File: src/gpi_pkg.sv
// Package with register map, field positions and timing constants for the pin port
package gpi_pkg;
  // Register byte addresses, one aligned word each
  localparam logic [15:0] OUT_CFG_A_ADDR = 16'ha100;
  localparam logic [15:0] IN_CFG_A_ADDR = 16'ha110;
  localparam logic [15:0] FUNC_SEL_A_ADDR = 16'ha120;
  localparam logic [15:0] OUT_CFG_B_ADDR = 16'ha130;
  localparam logic [15:0] IN_CFG_B_ADDR = 16'ha140;
  localparam logic [15:0] FUNC_SEL_B_ADDR = 16'ha150;
  localparam logic [7:0] OUT_CFG_RESET = 8'h00;
  localparam logic [7:0] IN_CFG_RESET = 8'h00;
  localparam logic [7:0] FUNC_SEL_RESET = 8'h00;
  // Output configuration fields
  localparam int FAST_DRIVE_BIT = 7;
  localparam int HIGH_SIDE_BIT = 6;
  localparam int LOW_SIDE_BIT = 5;
  localparam int OUT_INV_BIT = 4;
  localparam int TAP_B_BIT = 3;
  localparam int TAP_A_BIT = 2;
  localparam int PULLUP_BIT = 1;
  localparam int PULLDOWN_BIT = 0;
  // Input configuration fields
  localparam int IRQ1_ROUTE_BIT = 7;
  localparam int IRQ0_ROUTE_BIT = 6;
  localparam int RISE_BIT = 5;
  localparam int FALL_BIT = 4;
  localparam int IN_BUF_BIT = 3;
  localparam int IN_INV_BIT = 2;
  localparam int FILT_LEVEL_BIT = 1;
  localparam int RAW_LEVEL_BIT = 0;
  // Time base: 128 kHz slow oscillator divided by four
  localparam int CLK_HZ = 40000000;
  localparam int SLOW_OSC_HZ = 128000;
  localparam int SLOW_CLK_HZ = 32000;
  localparam int SLOW_DIV = SLOW_OSC_HZ / SLOW_CLK_HZ;
  localparam int SLOW_PERIOD_CYCLES = CLK_HZ / SLOW_CLK_HZ;
  localparam logic [6:0] DEBOUNCE_4 = 7'h04;
  localparam logic [6:0] DEBOUNCE_16 = 7'h10;
  localparam logic [6:0] DEBOUNCE_64 = 7'h40;
endpackage : gpi_pkg

File: src/gpi_port.sv
// Two banks of GPIO pins with configuration, de-bounce, edge flags and APB slave
//
// Implementation choice: the APB interface to the registers.
`timescale 1ns/1ps
module gpi_port import gpi_pkg::*; #(
  parameter int PINS = 2,
  parameter int SLOW_PERIOD = SLOW_PERIOD_CYCLES
) (
  // Clock and reset
  input wire logic clk,
  input wire logic reset_n,
  // APB slave
  input wire logic psel,
  input wire logic penable,
  input wire logic pwrite,
  input wire logic [15:0] paddr,
  input wire logic [31:0] pwdata,
  output logic [31:0] prdata,
  output logic pready,
  output logic pslverr,
  // Pin side, one bit per bank
  input wire logic [PINS-1:0] pin_in,
  input wire logic [PINS-1:0] port_data_out,
  output logic [PINS-1:0] pin_out,
  output logic [PINS-1:0] high_side_drive_en,
  output logic [PINS-1:0] low_side_drive_en,
  output logic [PINS-1:0] fast_drive_en,
  output logic [PINS-1:0] analog_node_a_en,
  output logic [PINS-1:0] analog_node_b_en,
  output logic [PINS-1:0] pullup_en,
  output logic [PINS-1:0] pulldown_en,
  // Core side
  output logic [PINS-1:0] port_data_in,
  output logic [PINS*8-1:0] pin_function_sel,
  output logic ext_irq0,
  output logic ext_irq1
);

  localparam logic [15:0] OUT_ADDR [2] = '{OUT_CFG_A_ADDR, OUT_CFG_B_ADDR};
  localparam logic [15:0] IN_ADDR [2] = '{IN_CFG_A_ADDR, IN_CFG_B_ADDR};
  localparam logic [15:0] FN_ADDR [2] = '{FUNC_SEL_A_ADDR, FUNC_SEL_B_ADDR};

  function automatic logic [6:0] debounce_len(input logic [1:0] sel);
    unique case (sel)
      2'b01: debounce_len = DEBOUNCE_4;
      2'b10: debounce_len = DEBOUNCE_16;
      2'b11: debounce_len = DEBOUNCE_64;
      default: debounce_len = 7'h00;
    endcase
  endfunction : debounce_len

  // Slow clock tick from one free-running divider
  logic [15:0] slow_cnt_r;
  logic slow_tick;
  assign slow_tick = (slow_cnt_r == 16'(SLOW_PERIOD - 1));

  always_ff @(posedge clk or negedge reset_n) begin
    if (!reset_n) begin
      slow_cnt_r <= 16'h0000;
    end else begin
      slow_cnt_r <= slow_tick ? 16'h0000 : slow_cnt_r + 16'h0001;
    end
  end

  wire access = psel && penable;
  wire wr = access && pwrite;
  assign pready = 1'b1;

  logic [PINS-1:0] hit;
  logic [PINS*32-1:0] rd_bus;
  logic [PINS-1:0] irq1_src;
  logic [PINS-1:0] irq0_src;

  genvar g;
  generate
    for (g = 0; g < PINS; g++) begin : g_pin
      logic [7:0] out_cfg_r;
      logic [7:0] in_cfg_r;
      logic [7:0] fn_r;
      logic [1:0] dbn_r;
      logic rise_r, fall_r;
      logic filt_r, filt_d_r;
      logic [6:0] stab_r;
      logic cand_r;
      wire hit_out = (paddr == OUT_ADDR[g]);
      wire hit_in = (paddr == IN_ADDR[g]);
      wire hit_fn = (paddr == FN_ADDR[g]);
      assign hit[g] = hit_out || hit_in || hit_fn;

      wire buf_lvl = in_cfg_r[IN_BUF_BIT] & pin_in[g];
      wire raw = buf_lvl ^ in_cfg_r[IN_INV_BIT];
      wire [6:0] need = debounce_len(dbn_r);
      wire filt_nxt_off = raw;

      // Filter: level must hold for the selected count of slow ticks
      always_ff @(posedge clk or negedge reset_n) begin
        if (!reset_n) begin
          filt_r <= 1'b0;
          cand_r <= 1'b0;
          stab_r <= 7'h00;
        end else if (need == 7'h00) begin
          filt_r <= filt_nxt_off;
          cand_r <= raw;
          stab_r <= 7'h00;
        end else if (raw != cand_r) begin
          cand_r <= raw;
          stab_r <= 7'h00;
        end else if (slow_tick) begin
          if (stab_r + 7'h01 >= need) begin
            filt_r <= cand_r;
          end else begin
            stab_r <= stab_r + 7'h01;
          end
        end
      end

      wire routed = in_cfg_r[IRQ1_ROUTE_BIT] | in_cfg_r[IRQ0_ROUTE_BIT];
      wire rise_ev = filt_r & ~filt_d_r & routed & in_cfg_r[RISE_BIT];
      wire fall_ev = ~filt_r & filt_d_r & routed & in_cfg_r[FALL_BIT];
      wire wr_in = wr && hit_in;

      always_ff @(posedge clk or negedge reset_n) begin
        if (!reset_n) begin
          out_cfg_r <= OUT_CFG_RESET;
          in_cfg_r <= IN_CFG_RESET;
          fn_r <= FUNC_SEL_RESET;
          dbn_r <= 2'b00;
          filt_d_r <= 1'b0;
          rise_r <= 1'b0;
          fall_r <= 1'b0;
        end else begin
          filt_d_r <= filt_r;
          if (wr && hit_out) out_cfg_r <= pwdata[7:0];
          if (wr && hit_fn) fn_r <= pwdata[7:0];
          if (wr_in) begin
            in_cfg_r <= {pwdata[7:2], 2'b00};
            dbn_r <= pwdata[1:0];
          end
          // Set wins over a same-cycle clear
          if (rise_ev) rise_r <= 1'b1;
          else if (wr_in && !pwdata[RISE_BIT]) rise_r <= 1'b0;
          if (fall_ev) fall_r <= 1'b1;
          else if (wr_in && !pwdata[FALL_BIT]) fall_r <= 1'b0;
        end
      end

      wire [7:0] in_rd = {in_cfg_r[7:6], rise_r, fall_r, in_cfg_r[3:2], filt_r, buf_lvl};
      assign rd_bus[g*32 +: 32] = hit_out ? {24'h000000, out_cfg_r} :
                                  hit_in ? {24'h000000, in_rd} :
                                  hit_fn ? {24'h000000, fn_r} : 32'h00000000;

      assign pin_out[g] = port_data_out[g] ^ out_cfg_r[OUT_INV_BIT];
      assign high_side_drive_en[g] = out_cfg_r[HIGH_SIDE_BIT];
      assign low_side_drive_en[g] = out_cfg_r[LOW_SIDE_BIT];
      assign fast_drive_en[g] = out_cfg_r[FAST_DRIVE_BIT];
      assign analog_node_b_en[g] = out_cfg_r[TAP_B_BIT];
      assign analog_node_a_en[g] = out_cfg_r[TAP_A_BIT];
      assign pullup_en[g] = out_cfg_r[PULLUP_BIT];
      assign pulldown_en[g] = out_cfg_r[PULLDOWN_BIT];
      assign port_data_in[g] = filt_r;
      assign pin_function_sel[g*8 +: 8] = fn_r;
      assign irq1_src[g] = (rise_r | fall_r) & in_cfg_r[IRQ1_ROUTE_BIT];
      assign irq0_src[g] = (rise_r | fall_r) & in_cfg_r[IRQ0_ROUTE_BIT];
    end
  endgenerate

  assign ext_irq1 = |irq1_src;
  assign ext_irq0 = |irq0_src;

  logic [31:0] rd_mux;
  always_comb begin
    rd_mux = 32'h00000000;
    for (int i = 0; i < PINS; i++) rd_mux = rd_mux | rd_bus[i*32 +: 32];
  end

  always_ff @(posedge clk or negedge reset_n) begin
    if (!reset_n) begin
      prdata <= 32'h00000000;
    end else if (psel && !penable && !pwrite) begin
      prdata <= rd_mux;
    end
  end

  assign pslverr = access && !(|hit);

endmodule : gpi_port

File: config.mk
export PLATFORM = sky130hd
export DESIGN_NAME = gpi_port
export DESIGN_NICKNAME = d
export VERILOG_FILES = /design/src/gpi_pkg.sv /design/src/gpi_port.sv
export SDC_FILE = /design/constraint.sdc
export NUM_CORES = 1
export LEC_CHECK = 0
export ABC_CLOCK_PERIOD_IN_PS = 4300
export BUFFER_PORTS_ARGS = -buffer_cell sky130_fd_sc_hd__buf_4
export CAP_MARGIN = 20
export CORE_AREA = 2 2 98 100
export DETAILED_ROUTE_END_ITERATION = 7
export DIE_AREA = 0 0 100 102
export PLACE_DENSITY = 0.9
export SLEW_MARGIN = 20
export SYNTH_ARGS = -nofsm -noshare
export SYNTH_HDL_FRONTEND = slang
export SYNTH_SLANG_ARGS = --single-unit
File: constraint.sdc
create_clock -name clk -period 4.3 [get_ports clk]
set_input_delay 0.43 -clock clk [delete_from_list [all_inputs] [get_ports clk]]
set_output_delay 0.43 -clock clk [all_outputs]
set_load 0.005 [all_outputs]
==> results.yml <==
setup_path:
  criticalPathCategory: "reg2reg"
  crit_required_ps: 4590
  critPathLaunchType: "flop"
  crit_path_end_kind: "flop"
  arrival_ps: 3310
  rr_worst_depth: 12
  critPathMaxFanout: 10
sta:
  setup_viol: 0
  finClkSkew_ps: 17.1
  maxSlewViolCount: 0
  maxSlewHeadroom_pct: 45.7
  fin_tns_setup_ps: 0
  worst_pin_slew_ps: 808
  final-hold-violation-count: 0
  period_share_pct: 70.2
  max_freq_mhz: 331
  finalHoldWorstSlack_ps: 131
  rsz0062_at_grt: "false"
  fin_crit_ps: 3020
logic_synthesis:
  async_reset_ff_share_pct: 100
  avgSynthCellArea_um2: 10.9
  synth_seq_cells: 96
  yosysWarnings: 0
  yosysSeqAreaShare_pct: 46.2
  syn-instance-count: 476
  synth.distinct_cells: 50
  syn-cell-area_um2: 5200
  synth-edff-count: 0
  synth_ff_type: "dfrtp_1"
detailed_routing:
  avgRoutedWirePerCell_um: 18.0
  drc: 0
  drt_pass1_iterations: 5
  via_count: 3932
  wl_met3_um: 634
  routed_wl_mm: 11.7
  via_per_inst: 6.03
  drtAntennaViolNets: 0
  route.met2.wl_mm: 6.04
  first_iter_violations: 299
  wl_met1_mm: 4.71
  top_layer: "met4"
final_layout:
  area_growth_pct: 12.4
  finalNonFillerCells: 652
  final.fill_count: 669
  nNetsFinal: 605
  antenna_cells: 0
  drive_gt1_share_pct: 31.2
  fin_util_pct: 64.2
clock_network:
  cts-root-buf: "clkbuf_8"
  post_cts_buffers: 0
  clk_latency_ps: 370
  cts_tree: "yes"
  cts_buffer_depth: 2
  clk_pin_slew_ps: 100
  cts_sinks: 96
  cts_buffers: 9
  cts_hold_buf: 0
  post_cts_resize_count: 0
  h-tree-depth: 3
die:
  die_w_um: 100
  rows: 35
  start_util_pct: 57.1
  dieArea_um2: 10200
  coreArea_um2: 9110
  io_pins: 127
  die_y_um: 102
power_and_ir_drop:
  power_mw: 1.60
  leakage_nw: 2.80
  cellPowerDensity_nw_per_um2: 273
  worst_ir_drop_vdd_uv: 173
placement:
  dp.cells: 636
  finalWeightedCongestion: 0.897
  dp_hpwl_mm: 8.45
  io_buffers: 77
global_routing:
  grt_use_total_pct: 23.9
  grt_max_degree: 64
  grt_pass1_vias: 3880
  grt_pass1_wl_mm: 18.8
  grt-ovfl-total: 0
  antenna_found_initial: 0
status:
  status: "finished, final reports clean"
flow_run:
  max_cap_viol_count: 0
min_path:
  hp-class: "in2async"
==> layout make-up <==
type                            instances  area (um^2)  share of cell area, %
Multi-Input combinational cell        338         2480                   42.4
Sequential cell                        96         2400                   41.1
Timing Repair Buffer                   80          601                   10.3
Clock buffer                           11          141                   2.42
Tap cell                              111          139                   2.38
Clock inverter                          5         41.3                  0.706
Inverter                               11         41.3                  0.706
==> worst paths after layout <==
| path | from | to | slack (ps) |
|---|---|---|---|
| min | reset_n | slow_cnt_r[5] | 130 |
| min in group clk | pwdata[2] | g_pin[0].fn_r[2] | 330 |
| min reg2reg | g_pin[0].filt_d_r | g_pin[0].rise_r | 460 |
| max reg2reg | g_pin[0].stab_r[0] | g_pin[0].stab_r[5] | 1280 |
| max in group asynchronous | reset_n | g_pin[1].filt_r | 3220 |
| max | g_pin[0].stab_r[0] | g_pin[0].stab_r[5] | 1280 |
==> routing by layer <==
layer	global-route usage (%)	up-vias
li1	-	1775
met1	30.2	1954
met2	41.1	169
met3	3.69	34
met4	10.6	0
met5	0	-
==> power by group <==
group          leakage (nW)  switching (mW)  internal, mW
Sequential             1.29         0.00899         0.915
Combinational          1.42          0.0595        0.0521
Clock                0.0914           0.330         0.232
==> Yosys cell counts, types with 6 or more instances <==
master / count / area share, %
clkbuf_1: 9 / 0.65
dfrtp_1: 96 / 46
nand3_1: 15 / 1.4
or3_1: 8 / 0.96
inv_1: 10 / 0.72
and3_1: 6 / 0.72
nor2_1: 28 / 2.0
a21oi_1: 21 / 2.0
o21ai_0: 20 / 1.9
nand2_1: 27 / 1.9
nor3_1: 7 / 0.67
ha_1: 12 / 2.9
xnor2_1: 16 / 2.7
a221oi_1: 10 / 1.7
xor2_1: 15 / 2.5
mux2_4: 8 / 2.3
mux2_2: 48 / 10
buf_4: 42 / 6.1
nand4_1: 15 / 1.8
==> stage by stage <==
| step | setup WS (ps) | cell area, um^2 |
|---|---|---|
| 2_1_floorplan | 1790 | 5290 |
| 3_3_place_gp | 1500 | 5660 |
| 3_5_place_dp | 1350 | 5660 |
| 4_1_cts | 1300 | 5840 |
| 5_1_grt | 1030 | 5840 |
| 6_report | 1280 | 5840 |
==> sequential cells by signal (all words and copies together), names as in the netlist <==
register,cells
g_pin.fn_r,16
g_pin.cand_r,2
slow_cnt_r,16
g_pin.stab_r,14
g_pin.out_cfg_r,16
prdata,8
g_pin.rise_r,2
g_pin.in_cfg_r,12
g_pin.dbn_r,4
g_pin.filt_d_r,2
g_pin.fall_r,2
g_pin.filt_r,2
==> kinds of logic (layout without fill, tap and decap cells) <==
logic type	Yosys count	after routing	share of synthesized area [%]
flops	96	96	46.2
xor+xnor	31	31	5.22
compound gates	79	79	10.0
simple gates	132	132	14.0
buf+inv	65	107	7.80
other cells	2	25	0.144
fa+ha+maj	12	12	2.89
mux	59	59	13.8
==> cell usage in the layout (no fill, tap or decap), drive strengths merged, types with 5 or more instances in the layout <==
| cell | synthesis | routed |
|---|---|---|
| mux2 | 56 | 56 |
| nor3 | 8 | 8 |
| buf | 45 | 80 |
| o21ai | 23 | 23 |
| a221oi | 10 | 10 |
| xnor2 | 16 | 16 |
| nor2 | 30 | 30 |
| or3 | 8 | 8 |
| nand3 | 18 | 18 |
| nand4 | 15 | 15 |
| and3 | 6 | 6 |
| o21a | 5 | 5 |
| o31ai | 5 | 5 |
| inv | 11 | 12 |
| xor2 | 15 | 15 |
| conb | 2 | 25 |
| dfrtp | 96 | 96 |
| clkbuf | 9 | 11 |
| ha | 12 | 12 |
| nand2 | 27 | 27 |
| a21oi | 21 | 21 |
==> worst max-delay path, stage by stage (launching register included) <==
cell and delay [ps]:
dfrtp_1 480, ha_1 260, nand3_1 170, inv_1 90
nand3_1 130, xnor2_1 240, ha_1 290, nand2_1 80
a21oi_1 60, a41oi_2 290, nand3_2 230, or4_1 470
a21oi_1 150
Power figures use the tool's default switching activity.
